===== config.mk =====
export PLATFORM = sky130hd
export DESIGN_NAME = pwg_cpu_ctrl_flat
export DESIGN_NICKNAME = d
export VERILOG_FILES = /design/src/pwg_pkg.sv /design/src/pwg_store_if.sv /design/src/pwg_cpu_ctrl.sv /design/src/flat_wrapper.sv
export SDC_FILE = /design/constraint.sdc
export NUM_CORES = 1
export LEC_CHECK = 0
export ABC_AREA = 0
export BUFFER_PORTS_ARGS = -buffer_cell sky130_fd_sc_hd__buf_2
export CAP_MARGIN = 20
export CELL_PAD_IN_SITES_DETAIL_PLACEMENT = 0
export CELL_PAD_IN_SITES_GLOBAL_PLACEMENT = 1
export CORE_UTILIZATION = 24
export CTS_CLUSTER_DIAMETER = 60
export DETAILED_ROUTE_END_ITERATION = 8
export PLACE_DENSITY_LB_ADDON = 0.1
export SLEW_MARGIN = 20
export SYNTH_ARGS = -nofsm -noshare
export SYNTH_HDL_FRONTEND = slang
export SYNTH_SLANG_ARGS = --single-unit

===== constraint.sdc =====
create_clock -name clock -period 4.2 [get_ports clock]
set_clock_uncertainty 0.2 [all_clocks]
set_input_delay 0.84 -clock clock [delete_from_list [all_inputs] [get_ports clock]]
set_output_delay 0.84 -clock clock [all_outputs]
set_load 0.01 [all_outputs]

===== src/pwg_pkg.sv =====
`default_nettype none
package pwg_pkg;

    // store-path widths
    localparam int unsigned ADDR_W = 32;
    localparam int unsigned DATA_W = 8;
    localparam int unsigned BIT_W  = 3;

    // peripheral addresses
    localparam logic [ADDR_W-1:0] CMD_ADDR = 32'hFFFFF170;
    localparam logic [ADDR_W-1:0] STATUS_ADDR   = 32'hFFFFF178;
    localparam logic [ADDR_W-1:0] CLK_CTRL_ADDR = 32'hFFFFF17C;
    localparam logic [ADDR_W-1:0] PWR_CTRL_ADDR = 32'hFFFFF180;

    // field positions and reset values
    localparam int unsigned       ERR_BIT        = 4;
    localparam int unsigned       PWR_STOP_BIT   = 1;
    localparam int unsigned       PWR_IDLE_BIT   = 2;
    localparam logic [DATA_W-1:0] CLK_CTRL_RESET = 8'h00;
    localparam logic [DATA_W-1:0] PWR_CTRL_RESET = 8'h00;
    localparam logic [DATA_W-1:0] BIT_ONE      = 8'h01;

    // store kinds
    typedef enum logic [1:0] {
        OP_STORE  = 2'h0,
        OP_SET    = 2'h1,
        OP_CLEAR  = 2'h2,
        OP_INVERT = 2'h3
    } pwg_op_type;

    // controller register offsets
    localparam logic [3:0] H_TARGET   = 4'h0;
    localparam logic [3:0] H_DATA     = 4'h1;
    localparam logic [3:0] H_GO       = 4'h2;
    localparam logic [3:0] H_STATUS   = 4'h3;
    localparam logic [3:0] H_IRQ_STAT = 4'h4;
    localparam logic [3:0] H_IRQ_EN   = 4'h5;
    localparam logic [3:0] H_IRQ_CLR  = 4'h6;

    // controller fields
    localparam int unsigned D_OP_LSB  = 8;
    localparam int unsigned D_BIT_LSB = 10;
    localparam int unsigned GO_PROT   = 0;
    localparam int unsigned GO_PLAIN  = 1;
    localparam int unsigned GO_READ   = 2;
    localparam int unsigned ST_BUSY   = 0;
    localparam int unsigned ST_STBY   = 1;
    localparam int unsigned ST_BLOCK  = 2;
    localparam int unsigned ST_RD_LSB = 8;
    localparam int unsigned EV_DONE   = 0;
    localparam int unsigned EV_READ   = 1;
    localparam int unsigned EV_WAKE   = 2;
    localparam int unsigned EV_W      = 3;

    // read-modify-write of one byte by store kind
    function automatic logic [DATA_W-1:0] apply_op(input pwg_op_type op, input logic [DATA_W-1:0] old,
                                                   input logic [DATA_W-1:0] wdata, input logic [BIT_W-1:0] bitn);
        logic [DATA_W-1:0] m;
        m = BIT_ONE << bitn;
        case (op)
            OP_SET:    return old | m;
            OP_CLEAR:  return old & ~m;
            OP_INVERT: return old ^ m;
            default:   return wdata;
        endcase
    endfunction

endpackage
`default_nettype wire


===== src/pwg_store_if.sv =====
`default_nettype none
interface pwg_store_if;
    // store path
    logic                          st_valid;
    logic [pwg_pkg::ADDR_W-1:0]    st_addr;
    logic [pwg_pkg::DATA_W-1:0]    st_data;
    pwg_pkg::pwg_op_type           st_op;
    logic [pwg_pkg::BIT_W-1:0]     st_bit;
    logic                          st_dma;
    // load path
    logic                          rd_valid;
    logic [pwg_pkg::ADDR_W-1:0]    rd_addr;
    logic [pwg_pkg::DATA_W-1:0]    rd_data;
    // status back to the cpu
    logic                          int_ack_block;
    logic                          standby;
    logic                          resume_skip;

    modport dev (
        input  st_valid, st_addr, st_data, st_op, st_bit, st_dma, rd_valid, rd_addr,
        output rd_data, int_ack_block, standby, resume_skip
    );
    modport cpu (
        output st_valid, st_addr, st_data, st_op, st_bit, st_dma, rd_valid, rd_addr,
        input  rd_data, int_ack_block, standby, resume_skip
    );
endinterface
`default_nettype wire


===== src/pwg_cpu_ctrl.sv =====
`default_nettype none
module pwg_cpu_ctrl (
    // clock and reset
    input  wire logic                       clock,
    input  wire logic                       sys_rst,
    input  wire logic                       clock_enable,
    // software port
    input  wire logic [3:0]                 sw_addr,
    input  wire logic [31:0]                sw_wdata,
    input  wire logic                       sw_we,
    input  wire logic                       sw_re,
    output logic [31:0]                     sw_rdata,
    output logic                            irq,
    // store path to the guard
    pwg_store_if.cpu                        bus
);

    typedef enum logic [6:0] {
        S_IDLE = 7'h01,
        S_CMD  = 7'h02,
        S_TGT  = 7'h04,
        S_SLOT = 7'h08,
        S_WAIT = 7'h10,
        S_READ = 7'h20,
        S_RCAP = 7'h40
    } pwg_hstate_type;

    typedef struct packed {
        pwg_hstate_type                       st;
        logic [pwg_pkg::ADDR_W-1:0]           target;
        logic [pwg_pkg::DATA_W-1:0]           wdata;
        pwg_pkg::pwg_op_type                  op;
        logic [pwg_pkg::BIT_W-1:0]            bitn;
        logic [pwg_pkg::DATA_W-1:0]           rd;
        logic [pwg_pkg::EV_W-1:0]             irq_stat;
        logic [pwg_pkg::EV_W-1:0]             irq_en;
        logic [31:0]                          rdata;
    } pwg_host_type;

    localparam pwg_host_type HOST_RESET = '{st: S_IDLE, op: pwg_pkg::OP_STORE, default: '0};

    pwg_host_type            q;
    pwg_host_type            n;
    logic [pwg_pkg::EV_W-1:0] ev;
    logic [pwg_pkg::EV_W-1:0] clr;

    always_comb begin
        n   = q;
        ev  = '0;
        clr = '0;
        if (sw_we) begin
            case (sw_addr)
                pwg_pkg::H_TARGET: n.target = sw_wdata;
                pwg_pkg::H_DATA: begin
                    n.wdata = sw_wdata[pwg_pkg::DATA_W-1:0];
                    n.op    = pwg_pkg::pwg_op_type'(sw_wdata[pwg_pkg::D_OP_LSB +: 2]);
                    n.bitn  = sw_wdata[pwg_pkg::D_BIT_LSB +: pwg_pkg::BIT_W];
                end
                pwg_pkg::H_GO: begin
                    // a go while busy is dropped
                    if (q.st == S_IDLE) begin
                        if (sw_wdata[pwg_pkg::GO_PROT])
                            n.st = S_CMD;
                        else if (sw_wdata[pwg_pkg::GO_PLAIN])
                            n.st = S_TGT;
                        else if (sw_wdata[pwg_pkg::GO_READ])
                            n.st = S_READ;
                    end
                end
                pwg_pkg::H_IRQ_EN:  n.irq_en = sw_wdata[pwg_pkg::EV_W-1:0];
                pwg_pkg::H_IRQ_CLR: clr = sw_wdata[pwg_pkg::EV_W-1:0];
                default: ;
            endcase
        end
        case (q.st)
            S_CMD:  n.st = S_TGT;
            S_TGT:  n.st = S_SLOT;
            S_SLOT: begin
                if (bus.standby) begin
                    n.st = S_WAIT;
                end else begin
                    n.st = S_IDLE;
                    ev[pwg_pkg::EV_DONE] = 1'b1;
                end
            end
            S_WAIT: begin
                if (bus.resume_skip) begin
                    n.st = S_IDLE;
                    ev[pwg_pkg::EV_DONE] = 1'b1;
                    ev[pwg_pkg::EV_WAKE] = 1'b1;
                end
            end
            S_READ: n.st = S_RCAP;
            S_RCAP: begin
                n.rd = bus.rd_data;
                n.st = S_IDLE;
                ev[pwg_pkg::EV_READ] = 1'b1;
            end
            default: ;
        endcase
        // an event in the clearing cycle survives
        n.irq_stat = (q.irq_stat & ~clr) | ev;
        n.rdata = '0;
        if (sw_re) begin
            case (sw_addr)
                pwg_pkg::H_TARGET: n.rdata = q.target;
                pwg_pkg::H_DATA: begin
                    n.rdata[pwg_pkg::DATA_W-1:0]               = q.wdata;
                    n.rdata[pwg_pkg::D_OP_LSB +: 2]            = q.op;
                    n.rdata[pwg_pkg::D_BIT_LSB +: pwg_pkg::BIT_W] = q.bitn;
                end
                pwg_pkg::H_STATUS: begin
                    n.rdata[pwg_pkg::ST_BUSY]  = (q.st != S_IDLE);
                    n.rdata[pwg_pkg::ST_STBY]  = bus.standby;
                    n.rdata[pwg_pkg::ST_BLOCK] = bus.int_ack_block;
                    n.rdata[pwg_pkg::ST_RD_LSB +: pwg_pkg::DATA_W] = q.rd;
                end
                pwg_pkg::H_IRQ_STAT: n.rdata[pwg_pkg::EV_W-1:0] = q.irq_stat;
                pwg_pkg::H_IRQ_EN:   n.rdata[pwg_pkg::EV_W-1:0] = q.irq_en;
                default: ;
            endcase
        end
    end

    always_ff @(posedge clock or posedge sys_rst) begin
        if (sys_rst)
            q <= HOST_RESET;
        else if (clock_enable)
            q <= n;
    end

    assign bus.st_valid = (q.st == S_CMD) || (q.st == S_TGT);
    assign bus.st_addr  = (q.st == S_CMD) ? pwg_pkg::CMD_ADDR : q.target;
    assign bus.st_data  = q.wdata;
    assign bus.st_op    = (q.st == S_CMD) ? pwg_pkg::OP_STORE : q.op;
    assign bus.st_bit   = q.bitn;
    assign bus.st_dma   = 1'b0;
    assign bus.rd_valid = (q.st == S_READ);
    assign bus.rd_addr  = q.target;
    assign sw_rdata     = q.rdata;
    assign irq          = |(q.irq_stat & q.irq_en);

endmodule
`default_nettype wire


===== src/flat_wrapper.sv =====
// flat-port wrapper written by rule: the top's interface ports become plain ports
module pwg_cpu_ctrl_flat 
  (clock, sys_rst, clock_enable, sw_addr, sw_wdata, sw_we, sw_re, sw_rdata, irq, bus_st_valid, bus_st_addr, bus_st_data, bus_st_op, bus_st_bit, bus_st_dma, bus_rd_valid, bus_rd_addr, bus_rd_data, bus_int_ack_block, bus_standby, bus_resume_skip);
  pwg_store_if bus_i ();
  input  wire logic clock;
  input  wire logic sys_rst;
  input  wire logic clock_enable;
  input  wire logic [3:0] sw_addr;
  input  wire logic [31:0] sw_wdata;
  input  wire logic sw_we;
  input  wire logic sw_re;
  output logic [31:0] sw_rdata;
  output logic irq;
  output wire logic [$bits(bus_i.st_valid)-1:0] bus_st_valid;
  output wire logic [$bits(bus_i.st_addr)-1:0] bus_st_addr;
  output wire logic [$bits(bus_i.st_data)-1:0] bus_st_data;
  output wire logic [$bits(bus_i.st_op)-1:0] bus_st_op;
  output wire logic [$bits(bus_i.st_bit)-1:0] bus_st_bit;
  output wire logic [$bits(bus_i.st_dma)-1:0] bus_st_dma;
  output wire logic [$bits(bus_i.rd_valid)-1:0] bus_rd_valid;
  output wire logic [$bits(bus_i.rd_addr)-1:0] bus_rd_addr;
  input wire logic [$bits(bus_i.rd_data)-1:0] bus_rd_data;
  input wire logic [$bits(bus_i.int_ack_block)-1:0] bus_int_ack_block;
  input wire logic [$bits(bus_i.standby)-1:0] bus_standby;
  input wire logic [$bits(bus_i.resume_skip)-1:0] bus_resume_skip;
  assign bus_st_valid = bus_i.st_valid;
  assign bus_st_addr = bus_i.st_addr;
  assign bus_st_data = bus_i.st_data;
  assign bus_st_op = bus_i.st_op;
  assign bus_st_bit = bus_i.st_bit;
  assign bus_st_dma = bus_i.st_dma;
  assign bus_rd_valid = bus_i.rd_valid;
  assign bus_rd_addr = bus_i.rd_addr;
  assign bus_i.rd_data = bus_rd_data;
  assign bus_i.int_ack_block = bus_int_ack_block;
  assign bus_i.standby = bus_standby;
  assign bus_i.resume_skip = bus_resume_skip;
  pwg_cpu_ctrl u_core (.clock(clock), .sys_rst(sys_rst), .clock_enable(clock_enable), .sw_addr(sw_addr), .sw_wdata(sw_wdata), .sw_we(sw_we), .sw_re(sw_re), .sw_rdata(sw_rdata), .irq(irq), .bus(bus_i));
endmodule

## Word-level counts from Yosys, hierarchy flattened

Cells that the tools add are included.

| operators by class | value |
|---|---|
| equal/unequal tests | 14 |
| muxes and demuxes | 26 |
| bitwise logic cells | 4 |
| reduce and logical (&&, ||, !) cells | 7 |

Operators by type and width:

| kind | count |
|---|---|
| 32-bit two-way mux | 3 |
| 52-bit two-way mux | 1 |
| 7-bit two-way mux | 6 |
| 7-bit case mux with 6 select lines | 1 |
| 16-bit two-way mux | 1 |
| 3-bit case mux with 5 select lines | 1 |
| 5-bit case mux with 3 select lines | 1 |
| 13-bit two-way mux | 1 |
| 4-bit by 3-bit equality test with 1-bit output (second input constant) | 3 |
| 5-bit case mux with 2 select lines | 1 |
| 3-bit AND reduction | 3 |
| 4-bit by 2-bit equality test with 1-bit output (second input constant) | 2 |
| 7-bit by 1-bit equality test with 1-bit output (second input constant) | 1 |
| 7-bit by 2-bit equality test with 1-bit output (second input constant) | 1 |
| 7-bit by 3-bit equality test with 1-bit output (second input constant) | 1 |
| 7-bit by 4-bit equality test with 1-bit output (second input constant) | 1 |
| 7-bit by 5-bit equality test with 1-bit output (second input constant) | 1 |
| 7-bit by 6-bit equality test with 1-bit output (second input constant) | 1 |
| 7-bit equality test (second input constant) | 1 |
| 7-bit by 1-bit inequality test with 1-bit output (second input constant) | 1 |
| 3-bit AND | 2 |
| 3-bit two-way mux | 2 |
| 3-bit case mux with 2 select lines | 1 |
| 5-bit two-way mux | 1 |
| other kinds (10) | 13 |

| storage, ports and cells | value |
|---|---|
| bits in registers | 98 |
| input port bits | 52 |
| output and inout port bits | 113 |
| word-level logic and storage cells | 60 |

## Logic depth before layout (Yosys ltp)

| depth | value |
|---|---|
| word-level depth | 8 |
| gate-level depth with buffers | 6 |
| mapped depth without buffers | 4 |

## Least setup slack after synthesis

No wires, ideal clock.

| timing path | value |
|---|---|
| path type | flip-flop to output port |
| start | register u_core.q[93] (netlist name) |
| end | output port bus_rd_valid |
| data arrival time | 1.538 ns |
| data required time | 3.160 ns |
| slack | 1.622 ns |
| cell stages (with the launch flop) | 4 |
| buffers on the path | 1 |
| path through | dfrtp_1 -> buf_6 -> or4_4 -> nor4b_1 |

| between the ends | value |
|---|---|
| cells in the longest elaborated chain, start to end | 1 |

Ends and longest elaborated chain:

| element | line | RTL |
|---|---|---|
| start, declared | pwg_cpu_ctrl.sv:42 | `pwg_host_type q;` |
| start signal, assigned | pwg_cpu_ctrl.sv:129 | `q <= n;` |
| 7-bit by 6-bit equality test with 1-bit output | pwg_cpu_ctrl.sv:138 | `assign bus.rd_valid = (q.st == S_READ);` |
| end, declared | flat_wrapper.sv:20 | `output wire logic [$bits(bus_i.rd_valid)-1:0] bus_rd_valid;` |

No other way between the ends.

## Worst setup path after layout

Ends and elaborated chain as after synthesis.

==> results.cfg <==
[setup_path]
endpoint_kind = primary output
startpoint = u_core.q[93]
critPathSlowestCell = or4_4
worst_r2r_path_depth = 5
cp_cell_sequence = or4_4, nor4b_1, buf_2
critPathArrivalTime_ns = 2.12
critical_path_required_ns = 3.16
r2r_slack_ns = 1.97
cp_top_family = simple AND/OR/NAND/NOR gates
crit_type = flop to primary output
slowest_delay_ns = 0.54
rr_endpoint = u_core.q[93]
timing.critical_path.buf_inv = 1
reg2reg_from = u_core.q[93]
crit_path_end = bus_rd_valid
startpoint_type = flop
cp.depth = 3
cp_max_fo = 8

[timing]
max_freq_mhz = 316
maxSlewViolCount = 0
tns_ns = 0
worst_slew_pin_slew_ns = 0.840
min_period_over_period_pct = 75.2
period_needed_ns = 3.16
hold_viol_final = 0
rsz0062_at_grt = no
timing.slew.headroom_pct = 43.6
final-setup-viol-count = 0

[layout]
drive_above_1_share_pct = 50.1
final_cell_mix = buf_2 (163), dfrtp_1 (97), mux2_2 (60)
area_growth_pct = 16.4
diodes = 0
area.sequential_mm2 = 0.00245
nFillCells = 2200
final_cells = 789
multi_input_area_mm2 = 0.00189
layout_commonest_cell = buf_2
final_nets = 566

[synth]
syn-cell-area_mm2 = 0.00505
yosysTopAreaCell = dfrtp_1
synth_edf_count = 0
synth_cell_types = 58
synthFlopType = dfrtp_1
yosysWarningCount = 0
async_flop_share_pct = 100
yosysSeqAreaShare_pct = 48.5
synth_nets = 481
syn_inst = 429
ys_ff_latch = 98
avgSynthCellArea_um2 = 11.8
synth_area_leaders = dfrtp_1 (48%), mux2_2 (13%), buf_4 (11%)
synth_top_cell_area_share_pct = 48.0

[power_and_ir_drop]
p_leak_uw = 0.00299
p_total_uw = 2420
vdd_drop_max_v = 0.000196
cellPowerDensity_mw_per_mm2 = 411

[route]
ant_nets = 0
drt-total-wl_um = 14100
route.detailed.drc = 0
num_vias = 3497
drt-wirelength-per-cell_um = 17.8
viasPerCell = 4.43
drt-initial-drc-count = 189
drtPass1Iterations = 4

[die]
dieArea_mm2 = 0.0216
rows = 52
die_h_um = 147
initial_core_util_pct = 24.7
io_pins = 165
die_x_um = 147
core_area_mm2 = 0.0204

[clocking]
clk_pin_slew_ns = 0.07
ctsLongestPathBuffers = 2
hold_buffers = 0
post_cts_resized = 0
clk_latency_ns = 0.35
cts-buffers-inserted = 9
tritoncts = built
postCtsSetupBuffers = 0
cts-htree-levels = 3
cts_sinks = 98
root_buffer = clkbuf_16

[global_route]
grt_pass1_vias = 3519
grt_use_total_pct = 13.4
grt_max_degree = 64
antenna_found_initial = 0
grt_pass1_wl_um = 22000
grt_overflow_total = 0

[placed_design]
dp.cells = 773
dp_hpwl_um = 10000
gp_congestion = 0.743
port_buffers = 163

[worst_hold_path]
hp-class = flop to flop

[job]
max_cap_viol_count = 0

[outcome]
status = finished clean
-- per-stage QoR --
step	setup WS, ns	instance area (um2)	utilization, %	hold WS [ns]
finish	1.04	5880	28.8	0.299
global route	0.943	5880	28.8	0.317
CTS	1.02	5880	28.8	0.304
detailed placement	1.21	5600	27.4	0.285
global placement	1.25	5600	27.4	0.268
floorplan	0.600	5050	-	0.256
-- cell usage after synthesis, drive strengths merged (3+ instances only) --
cell,count
o2bb2ai,6
buf,87
or2,3
nor3,12
clkbuf,9
nand2b,24
nor4,3
nand2,11
nor2,8
dfrtp,97
o21ai,7
mux2,61
inv,9
nor2b,8
and2,11
nand4b,3
a22oi,7
a221o,8
a22o,21
-- registers in the layout (all words and copies together), names as in the netlist --
name / flops
u_core.bus.rd_addr: 32
u_core.bus.st_data: 8
u_core.q: 23
u_core.bus.st_bit: 3
u_core.sw_rdata: 32
-- power breakdown --
part	leakage [uW]	internal, uW	total, uW	switching, uW
Sequential	0.00130	1040	1150	102
Clock	0.000124	421	797	376
Combinational	0.00157	240	477	237
Total	0.00299	1700	2420	716
-- logic make-up (layout without fill, tap and decap cells) --
family                    after synthesis  after routing  share of synthesized area [%]
xor gates and xnor gates                1              1                          0.173
muxes                                  64             64                           14.4
and+or+nand+nor                        94             94                           11.6
buffers and inverters                 106            196                           14.5
other                                   1              1                         0.0742
AOI/OAI and AO/OA                      65             65                           10.8
DFF                                    98             98                           48.5
-- worst min path at each step --
stage                   startpoint                  end  slack, ns  cells after the start
5_1_grt        u_core.sw_rdata[20]  u_core.sw_rdata[20]       0.32                      1
4_1_cts               u_core.q[45]  u_core.sw_rdata[15]       0.30                      1
3_3_place_gp    u_core.sw_rdata[9]   u_core.sw_rdata[9]       0.27                      1
3_5_place_dp    u_core.sw_rdata[9]   u_core.sw_rdata[9]       0.29                      1
2_1_floorplan  u_core.sw_rdata[10]  u_core.sw_rdata[10]       0.26                      1
6_report              u_core.q[45]  u_core.sw_rdata[15]       0.30                      1
-- routing by layer --
metal  part of all wire (%)  GRT usage [%]  vias to the layer above  wire length (um)
met1                     46           17.5                     1740              6420
met2                     48           22.3                      123              6780
li1                       -              -                     1623                 -
met5                      0              0                        -                 0
met3                    5.0           3.14                       11               706
met4                    1.1           3.71                        0               158
-- cell type report --
cell class,count,area share (%)
clock buffers,11,4.13
clock inverters,5,0.659
inverters,10,0.680
multi-input cells,225,32.1
flip-flops and latches,98,41.7
well taps,270,5.74
repair buffers,170,15.0
No activity file was read; power rests on OpenSTA's default activity.
